### config.mk
export PLATFORM = sky130hd
export DESIGN_NAME = drive_fault_status_regs
export DESIGN_NICKNAME = d
export VERILOG_FILES = /design/src/drive_fault_pkg.sv /design/src/bin_to_bcd.sv /design/src/drive_fault_status_regs.sv /design/src/pin_sync.sv
export SDC_FILE = /design/constraint.sdc
export NUM_CORES = 1
export LEC_CHECK = 0
export ABC_AREA = 0
export BUFFER_PORTS_ARGS = -buffer_cell sky130_fd_sc_hd__buf_2
export CAP_MARGIN = 20
export CELL_PAD_IN_SITES_DETAIL_PLACEMENT = 1
export CELL_PAD_IN_SITES_GLOBAL_PLACEMENT = 1
export CORE_MARGIN = 3
export CORE_UTILIZATION = 45
export DETAILED_ROUTE_END_ITERATION = 8
export PLACE_DENSITY_LB_ADDON = 0.1
export SLEW_MARGIN = 40
export SYNTH_ARGS = -nofsm -noshare
export SYNTH_HDL_FRONTEND = slang
export SYNTH_HIERARCHICAL = 1
export SYNTH_SLANG_ARGS = --single-unit
### constraint.sdc
create_clock -name clk -period 4.74 [get_ports clk]
set_input_delay 0.474 -clock clk [delete_from_list [all_inputs] [get_ports clk]]
set_output_delay 0.474 -clock clk [all_outputs]
set_load 0.05 [all_outputs]
### src/drive_fault_pkg.sv
// constants for the drive fault and monitor register bank
package drive_fault_pkg;

   localparam int ADDR_WIDTH = 8;
   localparam int DATA_WIDTH = 16;

   // register offsets on the plain register port
   localparam logic [7:0] ADDR_FW_REVISION = 8'h00;
   localparam logic [7:0] ADDR_ACTIVE_FAULT = 8'h02;
   localparam logic [7:0] ADDR_STATUS_SELECT = 8'h04;
   localparam logic [7:0] ADDR_LOCKED_PARAM = 8'h06;
   localparam logic [7:0] ADDR_RESTART_PARAM = 8'h08;
   localparam logic [7:0] ADDR_RESTART_ACTIVE = 8'h0a;
   localparam logic [7:0] ADDR_VOLATILE_PARAM = 8'h0c;
   localparam logic [7:0] ADDR_IRQ_STATUS = 8'h0e;
   localparam logic [7:0] ADDR_IRQ_MASK = 8'h10;

   // reset values and limits
   localparam logic [15:0] FAULT_NONE = 16'h0000;
   localparam logic [15:0] FAULT_CLEAR_VALUE = 16'h0000;
   localparam logic [15:0] STATUS_SELECT_RESET = 16'h0000;
   localparam logic [15:0] STATUS_SELECT_MAX = 16'h0012;
   localparam logic [15:0] PARAM_RESET = 16'h0000;
   localparam logic [15:0] READ_IDLE = 16'h0000;

   // interrupt status and mask layout
   localparam int IRQ_WIDTH = 3;
   localparam int IRQ_FAULT_RAISED = 0;
   localparam int IRQ_WRITE_REFUSED = 1;
   localparam int IRQ_FAULT_CLEARED = 2;
   localparam logic [2:0] IRQ_RESET = 3'h0;

   // fault codes, held as plain binary, lowest index wins
   localparam int FAULT_COUNT = 23;
   localparam int FAULT_UNDERVOLT_INDEX = 2;
   localparam logic [15:0] FAULT_CODES [FAULT_COUNT] = '{
      16'h0001, 16'h0002, 16'h0003, 16'h0004, 16'h0005, 16'h0006, 16'h0007,
      16'h0008, 16'h0009, 16'h000b, 16'h000d, 16'h000e, 16'h000f, 16'h0011,
      16'h0012, 16'h0013, 16'h0014, 16'h0017, 16'h0018, 16'h0019, 16'h001a,
      16'h0030, 16'h0043};
   localparam logic [15:0] FAULT_UNDERVOLT_CODE = 16'h0003;
   localparam logic [15:0] FAULT_FW_UPGRADE_CODE = 16'h0063;

   localparam int BCD_DIGITS = 4;
   localparam int SYNC_MISC_WIDTH = 2;

endpackage

### src/bin_to_bcd.sv
// combinational binary to packed bcd converter
`timescale 1ns/1ps
`default_nettype none
module bin_to_bcd #(
   parameter int WIDTH = 16,
   parameter int DIGITS = 4
) (
   input wire logic [WIDTH-1:0] bin_in,     // binary value
   output logic [DIGITS*4-1:0] bcd_out      // packed decimal digits
);
   // shift-add-three; values above the digit range lose the top digits
   always_comb begin
      logic [DIGITS*4+WIDTH-1:0] work;
      work = '0;
      work[WIDTH-1:0] = bin_in;
      for (int i = 0; i < WIDTH; i++) begin
         for (int d = 0; d < DIGITS; d++) begin
            if (work[WIDTH+d*4 +: 4] > 4'h4) begin
               work[WIDTH+d*4 +: 4] = work[WIDTH+d*4 +: 4] + 4'h3;
            end
         end
         work = {work[DIGITS*4+WIDTH-2:0], 1'b0};
      end
      bcd_out = work[DIGITS*4+WIDTH-1:WIDTH];
   end
endmodule // bin_to_bcd
`default_nettype wire

### src/drive_fault_status_regs.sv
// monitor and diagnosis register bank with fault latch and parameter classes
//
// Our own choice: strobed register access.
`timescale 1ns/1ps
`default_nettype none
// How it works
// latched fault's code shown in fault register
// code kept binary, panel gets bcd form
// only zero written clears, like clear input
// undervoltage only while enabled, stays latched
// motion faults codes 001 to 009
// codes 013, 014, 015 for stop, limits
// encoder codes 011, 024, 025, 026
// codes 017, 018, 048 memory, encoder output
// codes 019, 020 for serial link faults
// warnings use codes 023 and 067
// firmware upgrade shows code 099
// read-only revision word at address zero
// status selector takes 0 to 18, resets 0
// locked parameter refuses writes while enabled
// restart parameter applies after power cycle
// volatile parameter cleared by power removal
// fault register reads zero without fault
// writes to read-only registers are ignored
module drive_fault_status_regs
   import drive_fault_pkg::*;
#(
   parameter logic [15:0] firmware_revision_word = 16'h0064 // arbitrary value
) (
   input wire logic clk,                                   // 250 MHz clock
   input wire logic reset_n,                               // async reset, active low
   input wire logic [drive_fault_pkg::ADDR_WIDTH-1:0] reg_addr,  // register address
   input wire logic [drive_fault_pkg::DATA_WIDTH-1:0] reg_wdata, // write data
   input wire logic reg_write,                             // write strobe
   input wire logic reg_read,                              // read strobe
   output logic [drive_fault_pkg::DATA_WIDTH-1:0] reg_rdata,     // read data, next cycle
   input wire logic drive_enabled,                         // drive enabled, same clock
   input wire logic power_cycle,                           // power off/on event pulse
   input wire logic [drive_fault_pkg::FAULT_COUNT-1:0] fault_cond_pins, // fault pins
   input wire logic fault_clear_input,                     // fault clear pin, high active
   input wire logic fw_upgrade_pin,                        // firmware upgrade in progress
   output logic irq,                                       // level interrupt
   output logic fault_active,                              // a fault is latched
   output logic [drive_fault_pkg::DATA_WIDTH-1:0] active_fault_code, // binary code
   output logic [drive_fault_pkg::BCD_DIGITS*4-1:0] fault_bcd,      // panel bcd code
   output logic [drive_fault_pkg::DATA_WIDTH-1:0] status_item_select, // panel item
   output logic [drive_fault_pkg::DATA_WIDTH-1:0] locked_value,  // locked parameter
   output logic [drive_fault_pkg::DATA_WIDTH-1:0] restart_value, // applied restart param
   output logic [drive_fault_pkg::DATA_WIDTH-1:0] volatile_value // volatile parameter
);
   import drive_fault_pkg::*;

   typedef struct packed {
      logic [15:0] fault_code;
      logic fault_active;
      logic [15:0] status_sel;
      logic [15:0] locked;
      logic [15:0] restart_staged;
      logic [15:0] restart_active;
      logic [15:0] volatile_val;
      logic [IRQ_WIDTH-1:0] irq_status;
      logic [IRQ_WIDTH-1:0] irq_mask;
      logic irq;
      logic [15:0] rd_data;
      logic [BCD_DIGITS*4-1:0] fault_bcd;
   } state_type;

   localparam state_type STATE_RESET = '{
      fault_code: FAULT_NONE,
      fault_active: 1'b0,
      status_sel: STATUS_SELECT_RESET,
      locked: PARAM_RESET,
      restart_staged: PARAM_RESET,
      restart_active: PARAM_RESET,
      volatile_val: PARAM_RESET,
      irq_status: IRQ_RESET,
      irq_mask: IRQ_RESET,
      irq: 1'b0,
      rd_data: READ_IDLE,
      fault_bcd: '0};

   state_type st_reg;
   state_type st_next;

   logic [FAULT_COUNT-1:0] fault_sync;
   logic [SYNC_MISC_WIDTH-1:0] misc_sync;
   logic clear_pin_sync;
   logic fw_upgrade_sync;
   logic [BCD_DIGITS*4-1:0] bcd_of_code;

   pin_sync #(.WIDTH(FAULT_COUNT)) fault_pin_sync (
      .clk(clk),
      .reset_n(reset_n),
      .pin_in(fault_cond_pins),
      .sync_out(fault_sync)
   );

   pin_sync #(.WIDTH(SYNC_MISC_WIDTH)) misc_pin_sync (
      .clk(clk),
      .reset_n(reset_n),
      .pin_in({fw_upgrade_pin, fault_clear_input}),
      .sync_out(misc_sync)
   );

   assign clear_pin_sync = misc_sync[0];
   assign fw_upgrade_sync = misc_sync[1];

   // panel digits follow the stored code one cycle later
   bin_to_bcd #(.WIDTH(DATA_WIDTH), .DIGITS(BCD_DIGITS)) code_to_panel (
      .bin_in(st_reg.fault_code),
      .bcd_out(bcd_of_code)
   );

   always_comb begin
      logic [FAULT_COUNT-1:0] cond;
      logic [15:0] new_code;
      logic wr_fault;
      logic clear_req;
      logic refused;
      logic [IRQ_WIDTH-1:0] irq_set;
      logic [IRQ_WIDTH-1:0] irq_w1c;
      cond = fault_sync;
      new_code = FAULT_NONE;
      wr_fault = reg_write && (reg_addr == ADDR_ACTIVE_FAULT);
      clear_req = 1'b0;
      refused = 1'b0;
      irq_set = '0;
      irq_w1c = '0;
      st_next = st_reg;

      // undervoltage is not a fault while the drive is disabled
      cond[FAULT_UNDERVOLT_INDEX] = fault_sync[FAULT_UNDERVOLT_INDEX] && drive_enabled;
      // lowest index wins when several conditions rise together
      for (int i = FAULT_COUNT - 1; i >= 0; i--) begin
         if (cond[i]) begin
            new_code = FAULT_CODES[i]; // see R5 see R6 see R7 see R8 see R9
         end
      end

      // only zero is a legal write; anything else is refused
      if (wr_fault) begin
         if (reg_wdata == FAULT_CLEAR_VALUE) begin
            clear_req = 1'b1;
         end else begin
            refused = 1'b1;
         end
      end
      if (clear_pin_sync) begin
         clear_req = 1'b1;
      end

      // fault latch: upgrade, then clear, then a new fault
      if (fw_upgrade_sync) begin
         st_next.fault_code = FAULT_FW_UPGRADE_CODE;
         st_next.fault_active = 1'b1;
      end else if (clear_req) begin
         // a condition still present relatches on the next cycle
         st_next.fault_code = FAULT_NONE;
         st_next.fault_active = 1'b0;
         irq_set[IRQ_FAULT_CLEARED] = st_reg.fault_active;
      end else if (!st_reg.fault_active && (cond != '0)) begin
         st_next.fault_code = new_code;
         st_next.fault_active = 1'b1;
         irq_set[IRQ_FAULT_RAISED] = 1'b1;
      end
      // a latched fault holds, even after the condition goes away


      if (reg_write) begin
         unique case (reg_addr)
            ADDR_STATUS_SELECT: begin
               if (reg_wdata <= STATUS_SELECT_MAX) begin
                  st_next.status_sel = reg_wdata;
               end else begin
                  refused = 1'b1;
               end
            end
            ADDR_LOCKED_PARAM: begin
               if (drive_enabled) begin
                  refused = 1'b1;
               end else begin
                  st_next.locked = reg_wdata;
               end
            end
            ADDR_RESTART_PARAM: begin
               st_next.restart_staged = reg_wdata;
            end
            ADDR_VOLATILE_PARAM: begin
               st_next.volatile_val = reg_wdata;
            end
            ADDR_IRQ_STATUS: begin
               irq_w1c = reg_wdata[IRQ_WIDTH-1:0];
            end
            ADDR_IRQ_MASK: begin
               st_next.irq_mask = reg_wdata[IRQ_WIDTH-1:0];
            end
            ADDR_FW_REVISION, ADDR_RESTART_ACTIVE: begin
               refused = 1'b1;
            end
            default: begin
            end
         endcase
      end

      // power loss: volatile values drop, restart values take effect
      if (power_cycle) begin
         st_next.volatile_val = PARAM_RESET;
         st_next.restart_active = st_reg.restart_staged;
      end

      irq_set[IRQ_WRITE_REFUSED] = refused;
      // set beats a simultaneous write-one-to-clear
      st_next.irq_status = (st_reg.irq_status & ~irq_w1c) | irq_set;
      st_next.irq = (st_next.irq_status & st_next.irq_mask) != '0;

      st_next.rd_data = READ_IDLE;
      if (reg_read) begin
         unique case (reg_addr)
            ADDR_FW_REVISION: st_next.rd_data = firmware_revision_word;
            ADDR_ACTIVE_FAULT: st_next.rd_data = st_reg.fault_code; // see R1
            ADDR_STATUS_SELECT: st_next.rd_data = st_reg.status_sel;
            ADDR_LOCKED_PARAM: st_next.rd_data = st_reg.locked;
            ADDR_RESTART_PARAM: st_next.rd_data = st_reg.restart_staged;
            ADDR_RESTART_ACTIVE: st_next.rd_data = st_reg.restart_active;
            ADDR_VOLATILE_PARAM: st_next.rd_data = st_reg.volatile_val;
            ADDR_IRQ_STATUS: st_next.rd_data = {{(16-IRQ_WIDTH){1'b0}}, st_reg.irq_status};
            ADDR_IRQ_MASK: st_next.rd_data = {{(16-IRQ_WIDTH){1'b0}}, st_reg.irq_mask};
            default: st_next.rd_data = READ_IDLE;
         endcase
      end

      st_next.fault_bcd = bcd_of_code;
   end

   always_ff @(posedge clk or negedge reset_n) begin
      if (!reset_n) begin
         st_reg <= STATE_RESET;
      end else begin
         st_reg <= st_next;
      end
   end

   assign reg_rdata = st_reg.rd_data;
   assign irq = st_reg.irq;
   assign fault_active = st_reg.fault_active;
   assign active_fault_code = st_reg.fault_code;
   assign fault_bcd = st_reg.fault_bcd;
   assign status_item_select = st_reg.status_sel;
   assign locked_value = st_reg.locked;
   assign restart_value = st_reg.restart_active;
   assign volatile_value = st_reg.volatile_val;
endmodule // drive_fault_status_regs
`default_nettype wire

### src/pin_sync.sv
// two-flop synchroniser for a group of pin inputs
`timescale 1ns/1ps
`default_nettype none
module pin_sync #(
   parameter int WIDTH = 1
) (
   input wire logic clk,                  // system clock
   input wire logic reset_n,              // async reset, active low
   input wire logic [WIDTH-1:0] pin_in,   // raw pins
   output logic [WIDTH-1:0] sync_out      // synchronised levels
);
   logic [WIDTH-1:0] meta_reg;

   // meta_reg is read by sync_out only
   always_ff @(posedge clk or negedge reset_n) begin
      if (!reset_n) begin
         meta_reg <= '0;
         sync_out <= '0;
      end else begin
         meta_reg <= pin_in;
         sync_out <= meta_reg;
      end
   end
endmodule // pin_sync
`default_nettype wire
# Word level (Yosys, flattened, before mapping)
# Cells that the tools add are included.
word_totals:
  regBits: 186
  inputBits: 55
  output_inout_bits: 114
  elab_cells: 197
op_classes:
  addsub: 34
  magnitude_cmp: 35
  eq_ne: 8
  n_mux: 83
  bitwise_logic: 5
  n_reduce_logical: 16
ops:
  columns: ["operator", "n"]
  rows:
  - ["16-bit two-way mux", 25]
  - ["16-bit case mux with 9 select lines", 1]
  - ["4-bit by 3-bit greater-than comparator with 1-bit output (second input constant)", 30]
  - ["4-bit two-way mux", 30]
  - ["4-bit by 2-bit adder with 4-bit output (second input constant)", 27]
  - ["17-bit two-way mux", 3]
  - ["8-bit by 4-bit equality test with 1-bit output (second input constant)", 4]
  - ["3-bit two-way mux", 8]
  - ["23-bit nonzero test", 1]
  - ["8-bit by 3-bit equality test with 1-bit output (second input constant)", 2]
  - ["16-bit by 5-bit <= comparator with 1-bit output (second input constant)", 1]
  - ["16-bit zero test", 1]
  - ["7-bit two-way mux", 2]
  - ["1-bit two-way mux", 13]
  - ["3-bit by 2-bit adder with 3-bit output (second input constant)", 4]
  - ["3-bit by 2-bit adder with 4-bit output (second input constant)", 3]
  - ["3-bit greater-than comparator (second input constant)", 4]
  - ["8-bit by 2-bit equality test with 1-bit output (second input constant)", 1]
  - ["8-bit by 5-bit equality test with 1-bit output (second input constant)", 1]
  - ["8-bit zero test", 1]
  - ["3-bit bitwise AND", 2]
  - ["3-bit AND reduction", 2]
  - ["3-bit nonzero test", 2]
  - ["2-bit AND reduction", 2]
  - ["8 further kinds", 11]

# Longest topological paths before layout
# Gate-level depths: netlist of the first run.
depth:
  ltp_word: 26
  ltp_mapped: 48

# Hierarchy
# The synthesis of the first run kept the hierarchy.
by_module_without_submodules:
  columns: ["mod", "n_inst", "cells_per_inst", "area_per_inst_um2", "seq_area_each_um2"]
  rows:
  - ["drive_fault_status_regs", 1, 588, 6470.0, 3178.0]
  - ["bin_to_bcd", 1, 779, 5607.9, 0.0]
  - ["pin_sync (fault_pin_sync)", 1, 46, 1151.1, 1151.1]
  - ["pin_sync (misc_pin_sync)", 1, 4, 100.1, 100.1]

# Worst setup path before layout of the first run
# No wires, ideal clock.
synth_timing:
  path_type: "register -> register"
  start: "register st_reg (netlist bit active_fault_code[5])"
  end: "register st_reg (netlist bit fault_bcd[6])"
  setup_ns: 0.079
  t_arrival_ns: 3.928
  setup_slack_ns: 0.732
  path_stages_with_launch: 18
  period_less_slack_ns: 4.008
  cell_sequence: "dfrtp_1 clkinv_1 o211ai_1 a31oi_1 or3_1 ha_1 inv_1 a21bo_2 mux2_4 a21oi_2 mux2i_2 ha_1 a2bb2oi_1 o221ai_2 xor2_2 ha_1 o21ai_1 mux2i_1"
synth_via:
  elab_chain_len: 10
  word_cells_on_any_way: 24
  classes_between: "add/sub: 8; order compare: 8; mux: 8"
synth_rtl:
  columns: ["element", "line_no", "text"]
  rows:
  - ["start: declaration", "drive_fault_status_regs.sv:82", "state_type st_reg;"]
  - ["start signal: assignment", "drive_fault_status_regs.sv:239", "st_reg <= st_next;"]
  - ["4-bit by 2-bit adder with 4-bit output or 4-bit by 3-bit greater-than comparator with 1-bit output (tied branches)", "bin_to_bcd.sv:19, bin_to_bcd.sv:18", null]
  - ["4-bit two-way mux *", "bin_to_bcd.sv:18", "if (work[WIDTH+d*4 +: 4] > 4'h4) begin"]
  - ["4-bit by 2-bit adder with 4-bit output or 4-bit by 3-bit greater-than comparator with 1-bit output (tied branches)", "bin_to_bcd.sv:19, bin_to_bcd.sv:18", null]
  - ["4-bit two-way mux", "bin_to_bcd.sv:18", null]
  - ["4-bit by 2-bit adder with 4-bit output or 4-bit by 3-bit greater-than comparator with 1-bit output (tied branches)", "bin_to_bcd.sv:19, bin_to_bcd.sv:18", null]
  - ["4-bit two-way mux", "bin_to_bcd.sv:18", null]
  - ["4-bit by 2-bit adder with 4-bit output or 4-bit by 3-bit greater-than comparator with 1-bit output (tied branches)", "bin_to_bcd.sv:19, bin_to_bcd.sv:18", null]
  - ["4-bit two-way mux", "bin_to_bcd.sv:18", null]
  - ["4-bit by 2-bit adder with 4-bit output or 4-bit by 3-bit greater-than comparator with 1-bit output (tied branches)", "bin_to_bcd.sv:19, bin_to_bcd.sv:18", null]
  - ["4-bit two-way mux *", "bin_to_bcd.sv:18", null]
  - ["via bcd_of_code[6]", "drive_fault_status_regs.sv:89", "logic [BCD_DIGITS*4-1:0] bcd_of_code;"]
# The timed path passes the listed nets; every way through them passes the cells marked *.
# A chain may end at the register's enable or synchronous reset.

# Worst setup path in the final report of the first run
layout_timing:
  start: "register st_reg (netlist bit active_fault_code[5])"
  end: "register st_reg (netlist bit fault_bcd[2])"
layout_via:
  elab_chain_len: 10
  word_cells_on_any_way: 15
  classes_between: "add/sub: 5; order compare: 5; mux: 5"
layout_rtl:
  columns: ["element", "line_no"]
  rows:
  - ["4-bit by 2-bit adder with 4-bit output or 4-bit by 3-bit greater-than comparator with 1-bit output (tied branches)", "bin_to_bcd.sv:19, bin_to_bcd.sv:18"]
  - ["4-bit two-way mux *", "bin_to_bcd.sv:18"]
  - ["4-bit by 2-bit adder with 4-bit output or 4-bit by 3-bit greater-than comparator with 1-bit output (tied branches)", "bin_to_bcd.sv:19, bin_to_bcd.sv:18"]
  - ["4-bit two-way mux *", "bin_to_bcd.sv:18"]
  - ["4-bit by 2-bit adder with 4-bit output or 4-bit by 3-bit greater-than comparator with 1-bit output (tied branches)", "bin_to_bcd.sv:19, bin_to_bcd.sv:18"]
  - ["4-bit two-way mux *", "bin_to_bcd.sv:18"]
  - ["4-bit by 3-bit greater-than comparator with 1-bit output or 4-bit by 2-bit adder with 4-bit output (tied branches)", "bin_to_bcd.sv:18, bin_to_bcd.sv:19"]
  - ["4-bit two-way mux *", "bin_to_bcd.sv:18"]
  - ["4-bit by 2-bit adder with 4-bit output or 4-bit by 3-bit greater-than comparator with 1-bit output (tied branches)", "bin_to_bcd.sv:19, bin_to_bcd.sv:18"]
  - ["4-bit two-way mux *", "bin_to_bcd.sv:18"]
  - ["via bcd_of_code[2]", "drive_fault_status_regs.sv:89"]
# Marked as above.

==> reports/results.tsv, run 1 <==
stage	metric	value	unit
routing	wl_per_cell	20.6	um
synthesis	yosysSeqAreaShare	0.332	
place	portBuffers	159	
timing	setup_ws	0.293	ns
place	gp_congestion	0.845	
worst_setup_path	path_class	reg2reg	
synthesis	ys_seq_elements	177	
synthesis	async_reset_ff_frac	1.00	
global_routing	antenna_found_initial	1	
pwr	clkPwrFrac	0.181	
synthesis	synth.distinct_cells	133	
global_routing	grt_pass1_vias	11267	
layout	final_util	0.490	
status	status	completed	
worst_setup_path	worst_setup_path_end_kind	flop	
timing	hold_viol	0	
timing	slew_viol_final	0	
synthesis	synth.area.top_cells	dfrtp_1 (33%), buf_4 (7.0%), mux2_2 (4.2%), a21oi_1 (3.6%), nand2_1 (3.1%)	
synthesis	yosysTopAreaCell	dfrtp_1	
routing	drt_wl_total	38100	um
min_path	min_path_type	in2reg	
synthesis	netlist.area_leader.share	0.332	
routing	firstDrtPassIters	6	
worst_setup_path	worstSetupStartpointType	flop	
synthesis	synth_warnings	6	
timing	tightestPinTransition	0.778	ns
pwr	internal-power	4460	uW
clock_network	clockBufferDepth	2	
timing	finalSetupTns	0	ns
place	placed_area	13500	um^2
floorplan	start_util	0.461	
floorplan	die_area	31700	um^2
worst_setup_path	cp.arrival	4.80	ns
floorplan	core.rowCount	62	
clock_network	cts_root_buf	clkbuf_16	
global_routing	grt_overflow	0	
floorplan	ios	169	
layout	fillers	3369	
place	pre_cts_slack	0.327	ns
pwr	p_leak	0.00612	uW
pwr	sw_frac_of_total	0.452	
clock_network	clkTransAtPathRegs	0.06	ns
routing	viasPerCell	6.06	
worst_setup_path	crit_fanout	9	
pwr	p_comb_frac	0.605	
run	maxCapViolCount	0	
timing	setup_viol	0	
timing	fin_skew	0.00972	ns
timing	max_freq	225	MHz
clock_network	clkLatencyLatePin	0.44	ns
global_routing	track_usage	0.238	
routing	drt_iter0_markers	710	
synthesis	synth_area	13300	um^2
timing	rsz0062_at_grt	yes	
synthesis	syn_avg_cell_area	9.41	um^2
synthesis	syn_inst	1417	
layout	areaGrowthSynthToFinish	6.36	%
layout	nets	1530	
global_routing	grt_max_degree	95	
floorplan	die_h	178	um
pwr	power	8140	uW
layout	n_antenna_cell	0	
layout	seqCellArea	4430	um^2
layout	multi_input_area	7580	um^2
routing	drc	0	
timing	post-route-min-period	4.45	ns
pwr	power.density	574	nW/um^2
clock_network	h-tree-depth	4	
routing	drt.antenna.violating_nets	0	
floorplan	fp.dieW	178	um
place	dp_hpwl	27100	um
pwr	seq_power_share	0.213	
synthesis	synth-edff-count	0	
timing	period_share	0.938	
timing	relSlewSlack	0.481	
pwr	p_switching	3680	uW
synthesis	ys.flop_type	dfrtp_1	
clock_network	cts_buffers	17	
floorplan	coreArea	28900	um^2
layout	layout.cell_area.non_filler	14200	um^2
worst_setup_path	worstPathRequired	5.10	ns
clock_network	cts_tree	built	
clock_network	numClockSinks	177	
pwr	vdd_drop_max	432	uV
routing	vias	11205	
layout	drive_gt1_frac	0.256	
global_routing	grt_first_pass_wirelength	60900	um
per-layer routing:
layer | wire length (um) | part of all wire | vias up | global-route usage
met1 | 16900 | 0.44 | 5685 | 0.317
met3 | 1680 | 0.044 | 40 | 0.0432
met5 | 20 | 0.00053 | - | 0
met2 | 18900 | 0.50 | 228 | 0.404
met4 | 522 | 0.014 | 2 | 0.0560
li1 | - | - | 5250 | -
layout by cell type (no fill, tap or decap), drive strengths merged, types with 10 or more instances in the layout:
master | Yosys | layout
dfrtp | 177 | 177
buf | 163 | 169
nand2 | 115 | 115
a21oi | 104 | 104
nor2 | 72 | 72
mux2 | 64 | 64
o21ai | 63 | 63
nand3 | 46 | 46
nor3 | 46 | 46
conb | 1 | 44
inv | 38 | 40
o211ai | 32 | 32
mux2i | 30 | 30
a22oi | 23 | 23
a31oi | 23 | 23
ha | 22 | 22
xnor2 | 20 | 20
a211oi | 20 | 20
clkbuf | 34 | 18
and2 | 17 | 17
nand4 | 15 | 15
o31ai | 14 | 14
a21o | 13 | 13
a32oi | 12 | 12
nand2b | 11 | 11
a222oi | 11 | 11
o31a | 11 | 11
or3 | 11 | 11
o221ai | 11 | 11
clkinv | 3 | 10
critical path: stages, from the launching register on:
cell and delay [ns]:
dfrtp_1 0.35, clkinv_1 0.23, o211ai_1 0.18, a31oi_1 0.10
or3_1 0.44, ha_1 0.25, inv_1 0.09, a21bo_2 0.17
xnor2_2 0.16, ha_1 0.33, o21a_1 0.24, xnor2_2 0.17
ha_1 0.25, nor2_1 0.07, o311ai_2 0.40, xnor2_1 0.19
ha_1 0.26, o21ai_1 0.26, mux2i_1 0.22
worst paths after layout:
path                            slack, ns                               endpoint  depth (start not counted)                                 start
worst max register to register       0.29                 fault_bcd[2]$_DFF_PN0_                         18      active_fault_code[5]$_DFFE_PN0P_
worst min register to register       0.35   fault_pin_sync/sync_out[7]$_DFF_PN0_                          0  fault_pin_sync/meta_reg[7]$_DFF_PN0_
max in group asynchronous            3.10   fault_pin_sync/meta_reg[7]$_DFF_PN0_                          4                               reset_n
worst min-delay path                 0.14  fault_pin_sync/meta_reg[15]$_DFF_PN0_                          1                   fault_cond_pins[15]
min in group asynchronous            0.47                fault_bcd[15]$_DFF_PN0_                          2                               reset_n
worst max-delay path                 0.29                 fault_bcd[2]$_DFF_PN0_                         18      active_fault_code[5]$_DFFE_PN0P_
layout make-up:
class / instances / share of cell area
multi-input combinational: 1045 / 0.535
sequential: 177 / 0.312
timing repair buffer: 171 / 0.0647
tap: 384 / 0.0339
clock buffer: 17 / 0.0300
clock inverter: 14 / 0.0132
inverter: 41 / 0.0109
what timing repair did:
item                       4_1_cts  5_1_grt
setup buffers                    0        0
hold buffers                     0        1
hold endpoints to repair         0       21
setup endpoints to repair        0        4
resized for setup                0        3
power groups by stage:
stage          Clock [uW]  Combinational (uW)  Sequential, uW
2_1_floorplan           0                4160            1740
3_3_place_gp            0                4200            1760
3_5_place_dp            0                4260            1770
4_1_cts              1510                4270            1740
5_1_grt              1570                5440            1750
6_report             1470                4930            1740
Yosys cell counts (22+ instances only):
| cell | number |
|---|---|
| mux2i_1 | 28 |
| inv_1 | 38 |
| nor3_1 | 36 |
| buf_4 | 124 |
| o21ai_0 | 43 |
| a22oi_1 | 23 |
| dfrtp_1 | 177 |
| buf_2 | 22 |
| ha_1 | 22 |
| nand3_1 | 41 |
| clkbuf_1 | 34 |
| nor2_1 | 72 |
| nand2_1 | 109 |
| o211ai_1 | 29 |
| mux2_2 | 50 |
| a21oi_1 | 96 |
| a31oi_1 | 23 |
per-stage QoR:
stage               cells  hold slack, ns
floorplan            1460           0.178
global placement     1815           0.334
detailed placement   1815           0.336
CTS                  1846           0.120
global route         1849           0.121
finish               1849           0.143
kinds of logic (layout without fill, tap and decap cells):
family	after synthesis	in the layout	synth area share
AOI/OAI and AO/OA	461	461	0.267
buffers and inverters	238	243	0.112
other	1	44	0.000281
DFF	177	177	0.332
adders and majority gates	26	26	0.0239
muxes	94	94	0.0818
xor gates and xnor gates	23	23	0.0174
and+or+nand+nor	397	397	0.166
Power figures use the tool's default switching activity.
==> run 2: changes to the inputs <==
--- a/config.mk
+++ b/config.mk
@@ -14,5 +14,5 @@
 export CORE_UTILIZATION = 45
 export DETAILED_ROUTE_END_ITERATION = 8
-export PLACE_DENSITY_LB_ADDON = 0.1
+export PLACE_DENSITY = 0.84
 export SLEW_MARGIN = 40
 export SYNTH_ARGS = -nofsm -noshare
@@ -20,2 +20,3 @@
 export SYNTH_HIERARCHICAL = 1
 export SYNTH_SLANG_ARGS = --single-unit
+export TNS_END_PERCENT = 50
==> constraint.sdc (replaced) <==
create_clock -name clk -period 4.74 [get_ports clk]
set_input_delay 0.948 -clock clk [delete_from_list [all_inputs] [get_ports clk]]
set_output_delay 0.948 -clock clk [all_outputs]
set_load 0.05 [all_outputs]
==> run 2 against run 1 <==
Effect of this change: core utilization up 0.087 points; via count up 3.3%; count of clock-buffer cells in the layout up 2; clock skew up 0.00097 ns; sequential power about the same; routed wire length up 6.7%; largest power group unchanged.
==> reports/results.tsv, run 2 (same netlist as run 1, synthesis figures left out) <==
stage	metric	value	unit
floorplan	die_h	178	um
layout	mostFrequentLayoutCell	dfrtp_1	
routing	drt.antenna.violating_nets	0	
floorplan	fp.dieW	178	um
routing	wl_per_cell	22.0	um
clock_network	numClockSinks	177	
clock_network	cts_buffers	17	
pwr	power.density	586	nW/um^2
floorplan	die_area	31700	um^2
clock_network	clkTransAtPathRegs	0.08	ns
floorplan	coreArea	28900	um^2
worst_setup_path	cp_slowest_cell	or3_1	
worst_setup_path	cp.arrival	4.76	ns
global_routing	grt_first_pass_wirelength	64200	um
timing	hold_viol	0	
layout	drive_gt1_frac	0.258	
global_routing	antenna_found_initial	0	
global_routing	track_usage	0.250	
worst_setup_path	crit_fanout	9	
floorplan	ios	169	
timing	period_share	0.933	
worst_setup_path	worstPathRequired	5.08	ns
routing	drt_wl_total	40600	um
layout	final_util	0.491	
timing	slew_viol_final	0	
clock_network	h-tree-depth	4	
floorplan	start_util	0.461	
routing	drt_iter0_markers	886	
timing	setup_viol	0	
timing	fin_skew	0.0107	ns
clock_network	clkLatencyLatePin	0.43	ns
clock_network	clockBufferDepth	2	
worst_setup_path	path_class	reg2reg	
clock_network	cts_tree	built	
place	portBuffers	159	
global_routing	grt_max_degree	113	
timing	tightestPinTransition	0.766	ns
layout	nets	1528	
place	gp_congestion	0.872	
layout	n_antenna_cell	0	
timing	relSlewSlack	0.489	
global_routing	grt_overflow	0	
timing	rsz0062_at_grt	no	
worst_setup_path	crit_chain	clkinv_1, o211ai_1, a31oi_1, or3_1, ha_1, inv_1, a21bo_2, mux2_4, a21oi_2, mux2i_2, ha_2, a2bb2oi_1, o221ai_2, xor2_2, ha_1, o21ai_2, mux2i_2	
layout	areaGrowthSynthToFinish	6.55	%
clock_network	cts_setup_buffers	0	
pwr	p_leak	0.00611	uW
layout	mostFrequentLayoutCells	dfrtp_1 (177), buf_2 (158), nand2_1 (109)	
timing	finalSetupTns	0	ns
worst_setup_path	reg2reg_setup_slack	0.32	ns
worst_setup_path	max_stage_delay	0.43	ns
clock_network	cts_root_buf	clkbuf_16	
floorplan	core.rowCount	62	
place	dp_hpwl	27500	um
routing	vias	11573	
status	status	completed	
worst_setup_path	worst_setup_path_end_kind	flop	
run	maxCapViolCount	0	
min_path	min_path_type	reg2reg	
timing	max_freq	226	MHz
global_routing	grt_pass1_vias	11813	
worst_setup_path	worstSetupStartpointType	flop	
pwr	vdd_drop_max	333	uV
timing	post-route-min-period	4.42	ns
layout	fillers	3335	
routing	drc	0	
routing	viasPerCell	6.26	
routing	firstDrtPassIters	7	
-- run 2: path summary, 6_finish.rpt --
kind                                                      start                                    end  cells past startpoint
min in group asynchronous                               reset_n                fault_bcd[15]$_DFF_PN0_                      1
hold / removal             fault_pin_sync/meta_reg[3]$_DFF_PN0_   fault_pin_sync/sync_out[3]$_DFF_PN0_                      0
setup reg to reg               active_fault_code[5]$_DFFE_PN0P_                 fault_bcd[6]$_DFF_PN0_                     17
setup / recovery               active_fault_code[5]$_DFFE_PN0P_                 fault_bcd[6]$_DFF_PN0_                     17
max in group asynchronous                               reset_n  fault_pin_sync/sync_out[20]$_DFF_PN0_                      3
hold reg to reg            fault_pin_sync/meta_reg[3]$_DFF_PN0_   fault_pin_sync/sync_out[3]$_DFF_PN0_                      0
-- run 2: power by group --
group | total [uW] | internal (uW) | switching [uW] | leakage, uW
Clock | 1460 | 773 | 687 | 0.000295
Combinational | 5110 | 1960 | 3150 | 0.00353
Sequential | 1750 | 1670 | 82.4 | 0.00229
Total | 8320 | 4390 | 3920 | 0.00611
-- run 2: final cells by class --
type | instances | area (um^2) | area share
clock buffers | 19 | 443 | 0.0312
clock inverters | 13 | 166 | 0.0117
inverters | 41 | 154 | 0.0108
multi-input cells | 1045 | 7610 | 0.536
flip-flops and latches | 177 | 4430 | 0.312
well taps | 384 | 480 | 0.0338
repair buffers | 169 | 917 | 0.0646
-- run 2: per-stage QoR --
stage	cell area (um^2)	hold WS, ns	total power [uW]	std cells	setup slack, ns
6_report	14200	0.351	8320	1848	0.319
5_1_grt	14200	0.355	8920	1848	0.0256
4_1_cts	14100	0.353	7510	1847	0.357
3_5_place_dp	13500	0.336	6050	1815	0.412
3_3_place_gp	13500	0.335	5950	1814	0.591
2_1_floorplan	13500	0.331	5890	1460	0.732
-- run 2: critical path, delay by kind of cell, from the launching register on --
family,cells,cell delay (ns)
compound gates,7,1.15
buf+inv,2,0.30
fa+ha+maj,3,0.87
simple gates,1,0.43
mux,3,1.01
xor+xnor,1,0.19
flops,1,0.35
-- run 2: what timing repair did --
action | 4_1_cts | 5_1_grt
resized for setup | 0 | 7
hold buffers | 0 | 0
setup endpoints to repair | 0 | 4
-- run 2: routing by layer --
metal	track usage	up-vias	share of wire
met5	0	-	0
met3	0.0379	94	0.051
li1	-	5267	-
met2	0.426	386	0.50
met4	0.0933	0	0.036
met1	0.320	5826	0.41
